--- config.mk ---
export PLATFORM = sky130hd
export DESIGN_NAME = csp_serial_port
export DESIGN_NICKNAME = d
export VERILOG_FILES = /design/src/pkg/csp_pkg.sv /design/src/hdl/csp_serial_port.sv
export SDC_FILE = /design/constraint.sdc
export NUM_CORES = 1
export LEC_CHECK = 0
export ABC_AREA = 1
export BUFFER_PORTS_ARGS = -buffer_cell sky130_fd_sc_hd__buf_2
export CAP_MARGIN = 20
export CELL_PAD_IN_SITES_DETAIL_PLACEMENT = 1
export CELL_PAD_IN_SITES_GLOBAL_PLACEMENT = 2
export CORE_ASPECT_RATIO = 0.5
export CORE_MARGIN = 5
export CORE_UTILIZATION = 34
export CTS_CLUSTER_SIZE = 16
export DETAILED_ROUTE_END_ITERATION = 6
export PLACE_DENSITY_LB_ADDON = 0.1
export SYNTH_ARGS = -nofsm -noshare
export SYNTH_HDL_FRONTEND = slang
export SYNTH_SLANG_ARGS = --single-unit
export TNS_END_PERCENT = 10
--- constraint.sdc ---
create_clock -name CORE_CLK -period 4.67 [get_ports CORE_CLK]
set_clock_uncertainty 0.1 [all_clocks]
set_input_delay 0.467 -clock CORE_CLK [delete_from_list [all_inputs] [get_ports CORE_CLK]]
set_output_delay 0.467 -clock CORE_CLK [all_outputs]
set_load 0.02 [all_outputs]
--- src/pkg/csp_pkg.sv ---
// constants and types of the clocked serial port
`default_nettype none
package csp_pkg;

  // ***************************************************************
  // register map
  // ***************************************************************
  localparam logic [31:0] ADDR_CH0_SERIAL_CONTROL0 = 32'h0ffffd00;
  localparam logic [31:0] ADDR_CH1_SERIAL_CONTROL0 = 32'h0ffffd10;
  localparam logic [31:0] ADDR_CH2_SERIAL_CONTROL0 = 32'h0ffffd20;
  localparam logic [31:0] ADDR_CH3_SERIAL_CONTROL0 = 32'h0ffffd30;
  localparam logic [31:0] ADDR_CH4_SERIAL_CONTROL0 = 32'h0ffffd40;
  localparam logic [7:0] OFS_SERIAL_CONTROL0 = 8'h00;
  localparam logic [7:0] OFS_RECEIVE_BUFFER = 8'h04;
  localparam logic [7:0] OFS_TRANSMIT_BUFFER = 8'h08;
  localparam logic [7:0] OFS_WORD_CONFIG = 8'h0c;
  localparam logic [7:0] OFS_RECEIVE_BUFFER_LOW_BYTE = 8'h10;
  localparam logic [7:0] OFS_TRANSMIT_BUFFER_LOW_BYTE = 8'h14;

  // ***************************************************************
  // fields of serial_control0
  // ***************************************************************
  localparam int POS_POWER_ENABLE = 7;
  localparam int POS_TRANSMIT_ENABLE = 6;
  localparam int POS_RECEIVE_ENABLE = 5;
  localparam int POS_BIT_ORDER_SELECT = 4;
  localparam int POS_TRANSFER_MODE_SELECT = 1;
  localparam int POS_CLOCK_EDGE_SELECT = 0;
  localparam logic [7:0] CTL0_LOCKED_MASK = 8'h72;
  localparam logic [7:0] CTL0_WRITE_MASK = 8'hf3;

  // ***************************************************************
  // word config register
  // ***************************************************************
  localparam int POS_BUSY = 8;
  localparam logic [3:0] LEN_CODE_MAX = 4'h8;
  localparam logic [4:0] LEN_BASE_BITS = 5'h08;

  // ***************************************************************
  // reset values
  // ***************************************************************
  localparam logic [7:0] RST_SERIAL_CONTROL0 = 8'h01;
  localparam logic [15:0] RST_BUFFER = 16'h0000;
  localparam logic [3:0] RST_LEN_CODE = 4'h0;

  // ***************************************************************
  // timing
  // ***************************************************************
  localparam longint CORE_CLK_HZ = 250000000;
  localparam longint SCK_MAX_RATE_HZ = 8000000;
  localparam int SCK_HALF_CYCLES =
    int'((CORE_CLK_HZ + 2 * SCK_MAX_RATE_HZ - 1) / (2 * SCK_MAX_RATE_HZ));

  // ***************************************************************
  // types
  // ***************************************************************
  typedef enum logic [1:0] {
    CSP_IDLE = 2'b00,
    CSP_LEAD = 2'b01,
    CSP_TRAIL = 2'b11
  } csp_phase_e;

endpackage
`default_nettype wire

--- src/hdl/csp_serial_port.sv ---
// one channel of the clocked serial port with its apb register slave
`default_nettype none

// Operation
// - receive buffer: 16-bit, read-only word
// - reset clears both data buffers
// - reading receive buffer starts reception if receive-only
// - low receive byte view in 8-bit mode
// - power off clears receive buffer
// - transmit buffer: 16-bit read/write word
// - writing transmit buffer starts transmission
// - low transmit byte read view, 8-bit mode
// - start by write, or read if receive-only
// - control0 written bytewise, bits via software
// - control0 resets to 01h
// - power off holds engine and status reset
// - data out low while transmit disabled
// - receive disabled: no interrupt, buffer kept
// - power on together with mode bits accepted
// - abort stops serial clock at once
// - word length 8 to 16 bits
// - separate transmit and receive interrupts
// - bit order msb or lsb first
module csp_serial_port
  import csp_pkg::*;
#(
  parameter logic [31:0] BASE_ADDR = ADDR_CH0_SERIAL_CONTROL0,
  parameter int HALF_CYCLES = SCK_HALF_CYCLES
) (
  input wire logic CORE_CLK,
  input wire logic RESET,
  input wire logic PSEL,
  input wire logic PENABLE,
  input wire logic PWRITE,
  input wire logic [31:0] PADDR,
  input wire logic [31:0] PWDATA,
  input wire logic [3:0] PSTRB,
  output logic [31:0] PRDATA,
  output logic PREADY,
  output logic PSLVERR,
  input wire logic SERIAL_DATA_IN,
  output logic SERIAL_DATA_OUT,
  output logic SERIAL_CLOCK_LINE,
  output logic TRANSMIT_INTERRUPT,
  output logic RECEIVE_INTERRUPT
);

  // ***************************************************************
  // state
  // ***************************************************************
  typedef struct packed {
    logic pready;
    logic pslverr;
    logic [31:0] prdata;
    logic [7:0] ctl0;
    logic [3:0] len_code;
    logic [15:0] tx_buf;
    logic [15:0] rx_buf;
    logic [15:0] rx_shift;
    logic busy;
    csp_phase_e phase;
    logic [15:0] div_cnt;
    logic [4:0] bit_idx;
    logic sck;
    logic so;
    logic tx_irq;
    logic rx_irq;
    logic si_s1;
    logic si_s2;
  } csp_state_s;

  localparam csp_state_s RST_STATE = '{
    pready: 1'b0,
    pslverr: 1'b0,
    prdata: 32'h00000000,
    ctl0: RST_SERIAL_CONTROL0,
    len_code: RST_LEN_CODE,
    tx_buf: RST_BUFFER,
    rx_buf: RST_BUFFER,
    rx_shift: RST_BUFFER,
    busy: 1'b0,
    phase: CSP_IDLE,
    div_cnt: 16'h0000,
    bit_idx: 5'h00,
    sck: RST_SERIAL_CONTROL0[POS_CLOCK_EDGE_SELECT],
    so: 1'b0,
    tx_irq: 1'b0,
    rx_irq: 1'b0,
    si_s1: 1'b0,
    si_s2: 1'b0
  };

  localparam logic [15:0] HALF_LAST = 16'(HALF_CYCLES - 1);

  csp_state_s st_reg;
  csp_state_s st_next;

  // ***************************************************************
  // helpers
  // ***************************************************************
  // word length in bits, codes above the top clamp to 16
  function automatic logic [4:0] word_len(input logic [3:0] code);
    logic [3:0] c;
    c = (code > LEN_CODE_MAX) ? LEN_CODE_MAX : code;
    return LEN_BASE_BITS + {1'b0, c};
  endfunction

  // buffer bit that belongs to serial step idx
  function automatic logic [3:0] bit_pos(input logic lsb_first,
                                         input logic [4:0] len,
                                         input logic [4:0] idx);
    logic [4:0] p;
    p = lsb_first ? idx : 5'(len - idx - 5'h01);
    return p[3:0];
  endfunction

  // register select: offset match from the channel base
  function automatic logic reg_hit(input logic [31:0] addr,
                                   input logic [7:0] ofs);
    return (addr - BASE_ADDR) == {24'h000000, ofs};
  endfunction

  // ***************************************************************
  // next state
  // ***************************************************************
  logic access;
  logic pwr;
  logic txe;
  logic rxe;
  logic dir;
  logic sce;
  logic len8;
  logic [4:0] len;
  logic hit_ctl0;
  logic hit_rx;
  logic hit_tx;
  logic hit_cfg;
  logic hit_rxl;
  logic hit_txl;
  logic mapped;
  logic bad;
  logic start;
  logic [7:0] wb;
  logic [31:0] rdata;
  logic last_bit;
  logic [3:0] pos;

  always_comb begin
    st_next = st_reg;
    st_next.tx_irq = 1'b0;
    st_next.rx_irq = 1'b0;
    st_next.si_s1 = SERIAL_DATA_IN;
    st_next.si_s2 = st_reg.si_s1;

    access = PSEL & PENABLE;
    pwr = st_reg.ctl0[POS_POWER_ENABLE];
    txe = st_reg.ctl0[POS_TRANSMIT_ENABLE];
    rxe = st_reg.ctl0[POS_RECEIVE_ENABLE];
    dir = st_reg.ctl0[POS_BIT_ORDER_SELECT];
    sce = st_reg.ctl0[POS_CLOCK_EDGE_SELECT];
    len = word_len(st_reg.len_code);
    len8 = (len == LEN_BASE_BITS);
    hit_ctl0 = reg_hit(PADDR, OFS_SERIAL_CONTROL0);
    hit_rx = reg_hit(PADDR, OFS_RECEIVE_BUFFER);
    hit_tx = reg_hit(PADDR, OFS_TRANSMIT_BUFFER);
    hit_cfg = reg_hit(PADDR, OFS_WORD_CONFIG);
    hit_rxl = reg_hit(PADDR, OFS_RECEIVE_BUFFER_LOW_BYTE);
    hit_txl = reg_hit(PADDR, OFS_TRANSMIT_BUFFER_LOW_BYTE);
    mapped = hit_ctl0 | hit_rx | hit_tx | hit_cfg | hit_rxl | hit_txl;
    // byte views exist only for 8-bit words; read-only views
    bad = ~mapped | ((hit_rxl | hit_txl) & ~len8) |
          (PWRITE & (hit_rx | hit_rxl | hit_txl));
    start = 1'b0;
    wb = PWDATA[7:0];
    last_bit = 1'b0;
    pos = bit_pos(dir, len, st_reg.bit_idx);

    // read data mux
    rdata = 32'h00000000;
    if (hit_ctl0) begin
      rdata = {24'h000000, st_reg.ctl0};
    end else if (hit_rx) begin
      rdata = {16'h0000, st_reg.rx_buf};
    end else if (hit_tx) begin
      rdata = {16'h0000, st_reg.tx_buf};
    end else if (hit_cfg) begin
      rdata = {23'h0, st_reg.busy, 4'h0, st_reg.len_code};
    end else if (hit_rxl) begin
      rdata = {24'h000000, st_reg.rx_buf[7:0]};
    end else if (hit_txl) begin
      rdata = {24'h000000, st_reg.tx_buf[7:0]};
    end
    if (bad) begin
      rdata = 32'h00000000;
    end

    // *************************************************************
    // apb: one wait state, effects at the completing edge
    // *************************************************************
    if (access & ~st_reg.pready) begin
      st_next.pready = 1'b1;
      st_next.pslverr = bad;
      st_next.prdata = PWRITE ? 32'h00000000 : rdata;
    end else if (access & st_reg.pready) begin
      st_next.pready = 1'b0;
      st_next.pslverr = 1'b0;
      if (~bad & PWRITE) begin
        if (hit_ctl0 & PSTRB[0]) begin
          if (pwr) begin
            // enable, bit order and transfer mode bits locked while powered; power and clock edge stay writable
            st_next.ctl0 = (st_reg.ctl0 & CTL0_LOCKED_MASK) |
                           (wb & ~CTL0_LOCKED_MASK & CTL0_WRITE_MASK);
          end else begin
            st_next.ctl0 = wb & CTL0_WRITE_MASK;
          end
        end
        if (hit_tx) begin
          if (PSTRB[0]) begin
            st_next.tx_buf[7:0] = PWDATA[7:0];
          end
          if (PSTRB[1]) begin
            st_next.tx_buf[15:8] = PWDATA[15:8];
          end
          start = pwr & txe & ~st_reg.busy;
        end
        if (hit_cfg & PSTRB[0]) begin
          st_next.len_code = PWDATA[3:0];
        end
      end else if (~bad & (hit_rx | hit_rxl)) begin
        start = pwr & rxe & ~txe & ~st_reg.busy;
      end
    end else begin
      st_next.pready = 1'b0;
      st_next.pslverr = 1'b0;
    end

    // *************************************************************
    // shift engine
    // *************************************************************
    if (start) begin
      st_next.busy = 1'b1;
      st_next.phase = CSP_LEAD;
      st_next.div_cnt = 16'h0000;
      st_next.bit_idx = 5'h00;
      st_next.rx_shift = RST_BUFFER;
      st_next.so = st_next.tx_buf[bit_pos(dir, len, 5'h00)];
    end else if (st_reg.busy) begin
      if (st_reg.div_cnt == HALF_LAST) begin
        st_next.div_cnt = 16'h0000;
        unique case (st_reg.phase)
          CSP_LEAD: begin
            st_next.sck = ~sce;
            st_next.phase = CSP_TRAIL;
          end
          CSP_TRAIL: begin
            st_next.sck = sce;
            st_next.rx_shift[pos] = st_reg.si_s2;
            last_bit = (st_reg.bit_idx == 5'(len - 5'h01));
            if (last_bit) begin
              st_next.busy = 1'b0;
              st_next.phase = CSP_IDLE;
              st_next.tx_irq = txe;
              if (rxe) begin
                st_next.rx_buf = st_next.rx_shift;
                st_next.rx_irq = 1'b1;
              end
            end else begin
              st_next.bit_idx = st_reg.bit_idx + 5'h01;
              st_next.phase = CSP_LEAD;
              st_next.so = st_reg.tx_buf[bit_pos(dir, len,
                             5'(st_reg.bit_idx + 5'h01))];
            end
          end
          default: begin
            st_next.busy = 1'b0;
            st_next.phase = CSP_IDLE;
          end
        endcase
      end else begin
        st_next.div_cnt = st_reg.div_cnt + 16'h0001;
      end
    end

    // *************************************************************
    // power off: engine and status held in reset
    // *************************************************************
    // a power-off write stops the engine at its own edge
    if (~st_next.ctl0[POS_POWER_ENABLE]) begin
      st_next.busy = 1'b0;
      st_next.phase = CSP_IDLE;
      st_next.div_cnt = 16'h0000;
      st_next.bit_idx = 5'h00;
      st_next.rx_shift = RST_BUFFER;
      st_next.rx_buf = RST_BUFFER;
      st_next.sck = st_next.ctl0[POS_CLOCK_EDGE_SELECT];
      st_next.tx_irq = 1'b0;
      st_next.rx_irq = 1'b0;
    end else if (~st_next.busy) begin
      st_next.sck = st_next.ctl0[POS_CLOCK_EDGE_SELECT];
    end
    if (~st_next.ctl0[POS_TRANSMIT_ENABLE] | ~st_next.busy) begin
      st_next.so = 1'b0;
    end
  end

  // ***************************************************************
  // registers
  // ***************************************************************
  always_ff @(posedge CORE_CLK) begin
    if (RESET) begin
      st_reg <= RST_STATE;
    end else begin
      st_reg <= st_next;
    end
  end

  assign PRDATA = st_reg.prdata;
  assign PREADY = st_reg.pready;
  assign PSLVERR = st_reg.pslverr;
  assign SERIAL_DATA_OUT = st_reg.so;
  assign SERIAL_CLOCK_LINE = st_reg.sck;
  assign TRANSMIT_INTERRUPT = st_reg.tx_irq;
  assign RECEIVE_INTERRUPT = st_reg.rx_irq;

endmodule
`default_nettype wire

# == Word-level counts from Yosys, hierarchy flattened ==
# Cells that the tools add are included.
# classes
bitwise,41
n_eq_ne,15
n_addsub,9
n_mux,55
magnitude_cmp,5
n_reduce_logical,19
# ops
cell,count
$mux 28,4
$mux 32,3
$eq 32x4->1 const B,2
$eq 32x5->1 const B,2
$mux 16,4
$mux 24,2
$mux 8,6
$eq 32x3->1 const B,1
$logic_not 32->1,1
$sub 32x28->32 const B,1
$mux 4,5
$reduce_and 4->1,5
$mux 9,2
$add 16x1->16 const B,1
$bwmux 16,1
$eq 16x4->1 const B,1
$mux 1,16
$lt 4x5->1 const B,3
$not 1->1,15
$and 1x1->1,14
$or 1x1->1,11
$mux 5,2
$ne 3x3->1 const B,3
$bmux 1 s4,2
other kinds (27),37
# totals
word_cells,164
regBits,124
inputBits,74
output_inout_bits,38

# == Longest topological paths before layout ==
# logic_depth
ltp_word,21
ltp_mapped,23
mapped_depth_nobuf,23

# == Worst setup path before layout ==
# No wires, ideal clock.
# synth_timing
path_kind,input port to flip-flop
start,input PADDR[11]
end,register st_reg[36] (netlist bit)
required_ps,4497
path_stages,21
arrival_time_ps,2783
setup_ps,73
n_path_buf,1
setup_slack_ps,1714
cell_sequence,nand2_1 -> nor2_4 -> nand2_4 -> nor2_4 -> nand2_4 -> nand2_1 -> nand3_1 -> nor2_1 -> nand2_2 -> nor2_8 -> o21ai_2 -> nand3_2 -> nand4_4 -> nor3_4 -> nand2_1 -> o21ai_2 -> nand2_2 -> nor2_4 -> inv_4 -> buf_8 -> nor3_4
# synth_via
elab_chain_cells,17
word_cells_on_any_way,35
classes_between,add/sub (1); eq/ne (5); mux (9); bitwise (18); reduce/logical (2)
# synth_rtl
item,line_no,text
"start, declared",csp_serial_port.sv:35,"input wire logic [31:0] PADDR,"
$sub 32x28->32 *,csp_serial_port.sv:120,"return (addr - BASE_ADDR) == {24'h000000, ofs};"
$eq 32x3->1 / $logic_not 32->1 (equally long branches),csp_serial_port.sv:120,
$or 1x1->1 (5 in a row),csp_serial_port.sv:169,mapped = hit_ctl0 | hit_rx | hit_tx | hit_cfg | hit_rxl | hit_txl;
$not 1->1,csp_serial_port.sv:171,bad = ~mapped | ((hit_rxl | hit_txl) & ~len8) |
$or 1x1->1 (2 in a row),csp_serial_port.sv:171,
$not 1->1,"csp_serial_port.sv:207, csp_serial_port.sv:229",
"$and 1x1->1, on equally long branches","csp_serial_port.sv:229, csp_serial_port.sv:207",
$mux 1 / $mux 28 (equally long branches),"csp_serial_port.sv:229, csp_serial_port.sv:207",
$mux 1 / $mux 28 (equally long branches),"csp_serial_port.sv:207, csp_serial_port.sv:204",
$mux 1 / $mux 28 (equally long branches),"csp_serial_port.sv:204, csp_serial_port.sv:200",
$mux 1 / $not 1->1 (equally long branches),--,
$reduce_or 3->1 (no line) *,--,
"end signal, assigned",csp_serial_port.sv:313,st_reg <= st_next;
"end, declared",csp_serial_port.sv:95,csp_state_s st_reg;
# Every way passes the cells marked *; elsewhere a longest branch is shown, timed or not.
# A chain may end at the register's enable or synchronous reset.

# == Final worst setup path ==
# layout_timing
start,input PADDR[9]
end,register st_reg[8] (netlist bit)
# Same word-level chain as after synthesis.

==> impl_metrics.json <==
{
  "cts_sinks": 106,
  "area_delta_synth_final_pct": 10.96,
  "tightest_slew_ps": 880.0,
  "yosys_warnings": 0,
  "grt_pass1_wl_um": 36670,
  "timing.fmax_mhz": 267.7,
  "antenna_found_initial": 0,
  "peakVddDrop_mv": 0.1613,
  "reg2reg_to": "SERIAL_DATA_OUT",
  "synth_edf_count": 0,
  "die_y_um": 111.3,
  "slew_headroom": 0.4112,
  "final_util": 0.3805,
  "num_vias": 6949,
  "dieWidth_um": 212.7,
  "drt_iter0_markers": 379,
  "leakage_nw": 3.102,
  "hold_viol_final": 0,
  "grt_pass1_vias": 6988,
  "vias_per_cell": 4.981,
  "wl_per_cell_um": 16.43,
  "tns_ps": 0,
  "n_antenna_cell": 0,
  "power_density_nw_per_um2": 235.5,
  "io_pins": 112,
  "htreeDepth": 3,
  "start_util": 0.3429,
  "rr_startpoint": "st_reg[81]",
  "ctsRootBufferMaster": "clkbuf_16",
  "drv_cap": 0,
  "start_kind": "input port",
  "clk_latency_ps": 350,
  "arrival_ps": 3890,
  "gr-usage-all-layers": 0.1918,
  "cts_made_buffers": 9,
  "port_buffers": 77,
  "grt_overflow": 0,
  "r2r_setup_slack_ps": 1100,
  "final-setup-viol-count": 0,
  "largest_reg_flops": 78,
  "drive_above_1_share": 0.1301,
  "hpwlAfterDp_um": 18390,
  "cp_max_fo": 37,
  "cts_setup_buffers": 0,
  "dr.pass1.iters": 5,
  "slew_viol_final": 0,
  "wl_um": 22920,
  "rsz0062_at_grt": "false",
  "synth_area_per_cell_um2": 6.564,
  "ff2ff_path_depth": 15,
  "gp_congestion": 0.8440,
  "final_nets": 1205,
  "min_path_type": "input port to flip-flop",
  "end_kind": "flip-flop",
  "endpoint": "st_reg[8]",
  "cp-startpoint": "PADDR[9]",
  "ant_nets": 0,
  "period_share": 0.7999,
  "tritoncts": "built",
  "synth_cells": 1064,
  "core_um2": 20370,
  "synthesis.area_um2": 6984,
  "clockBufferDepth": 2,
  "ys_types": 55,
  "drc_errors": 0,
  "ys.flop_type": "dfxtp_1",
  "ctsResizeCount": 0,
  "cts_hold_buf": 0,
  "rows": 37,
  "status": "complete, no violations",
  "dieArea_um2": 23680,
  "cp.required_ps": 4820,
  "critical_path_class": "input port to flip-flop",
  "cts.clk_slew.worst_paths_ps": 70,
  "synth-seq-area-share": 0.3038,
  "grt_start_max_net_pins": 41,
  "ys_seq_elements": 106,
  "fin_crit_ps": 3735,
  "async_flop_share": 0
}
synth_stat cells, types with 2 or more instances:
cell type,count,area [um2]
o21ai_0,60,300.3
nor3_1,26,130.1
xor2_1,16,140.1
nand3_1,68,340.3
dfxtp_1,106,2122
buf_4,34,255.2
a21oi_1,57,285.3
clkbuf_1,14,52.55
fa_1,2,40.04
clkinv_1,2,7.510
xnor2_1,8,70.07
nor3_4,10,162.7
a22oi_1,8,60.06
nand3b_1,3,22.52
dlygate4sd1_1,2,17.52
nand2_2,3,18.77
nand4_1,14,87.58
or2_2,5,31.28
o21ai_2,3,26.28
o21ai_1,4,20.02
nor2_1,153,574.3
buf_8,2,30.03
o22ai_1,2,12.51
o2111ai_1,2,17.52
a211oi_1,6,45.04
mux2_2,2,22.52
ha_1,10,125.1
o211ai_1,12,90.09
nor3_2,8,80.08
nor4_1,8,50.05
a31oi_1,2,12.51
a21oi_2,3,26.28
o31ai_1,2,15.01
o221ai_1,4,35.03
nand2_4,2,22.52
nor2_2,4,25.02
inv_1,119,446.7
nand2_1,257,964.7
nor2_4,5,56.30
where the power goes:
group          total (mW)  switching, mW  internal [mW]
Clock               0.813          0.346          0.467
Sequential          0.905       0.000495          0.904
Combinational       0.107         0.0753         0.0321
Total                1.83          0.422           1.40
critical path, cell delays in order:
cell	delay, ps
buf_2	120
nor2_2	220
nor2_1	110
o21ai_0	480
nand2_1	280
inv_1	100
nand3_1	130
nor2_1	220
o21ai_2	150
nand3_2	150
nand4_4	110
nor3_4	290
nand2_1	110
o21ai_2	140
nand2_2	120
nor2_4	170
inv_4	230
a211oi_1	270
routing by layer:
metal	vias to the layer above	part of all wire	track usage
met5	-	0	0
met4	0	0.0046	0.02386
met3	10	0.033	0.02477
met2	94	0.46	0.3195
met1	3316	0.50	0.2744
li1	3529	-	-
cells in the final DEF (no fill, tap or decap), types with 16 or more instances in the layout:
cell | netlist | final
nor3_1 | 26 | 26
dfxtp_1 | 106 | 106
o21ai_0 | 60 | 60
conb_1 | 1 | 16
nand3_1 | 68 | 68
buf_2 | 1 | 77
a21oi_1 | 57 | 57
inv_1 | 119 | 119
nand2_1 | 257 | 257
xor2_1 | 16 | 16
nor2_1 | 153 | 153
worst min-delay path by stage:
stage | startpoint | to | slack [ps] | cells past startpoint
2_1_floorplan | st_next[0] | st_reg[0] | 290 | 2
3_3_place_gp | st_next[0] | st_reg[0] | 290 | 2
3_5_place_dp | st_next[0] | st_reg[0] | 300 | 2
4_1_cts | SERIAL_DATA_IN | st_next[0] | 210 | 3
5_1_grt | SERIAL_DATA_IN | st_next[0] | 210 | 3
6_report | SERIAL_DATA_IN | st_next[0] | 220 | 3
metrics by stage:
stage / power [mW] / area (um2) / hold slack [ps] / setup WS (ps) / std cells
after detailed placement: 1.034 / 7445 / 296.5 / 524.2 / 1381
after floorplan: 0.9943 / 7041 / 288.3 / 1714 / 1079
final: 1.825 / 7750 / 219.9 / 934.6 / 1395
after global routing: 1.900 / 7750 / 210.5 / 550.2 / 1395
after global placement: 1.032 / 7445 / 289.5 / 607.4 / 1381
after CTS: 1.848 / 7750 / 208.2 / 859.8 / 1395
final cells by class:
type | count | area (um2)
well taps | 273 | 341.6
repair buffers | 82 | 422.9
flip-flops and latches | 106 | 2122
inverters | 123 | 464.2
fillers | 2735 | 12620
multi-input cells | 797 | 4094
clock buffers | 10 | 229.0
clock inverters | 4 | 76.32
cells by family after synthesis:
group / count (synthesis) / synth area share
DFF: 106 / 0.3038
buffers and inverters: 176 / 0.1181
and+or+nand+nor: 573 / 0.3789
xor gates and xnor gates: 24 / 0.03010
adders and majority gates: 12 / 0.02365
other: 1 / 0.0005369
muxes: 3 / 0.004658
AOI/OAI and AO/OA: 169 / 0.1403
Note: power is estimated with default switching activity, not from simulation.
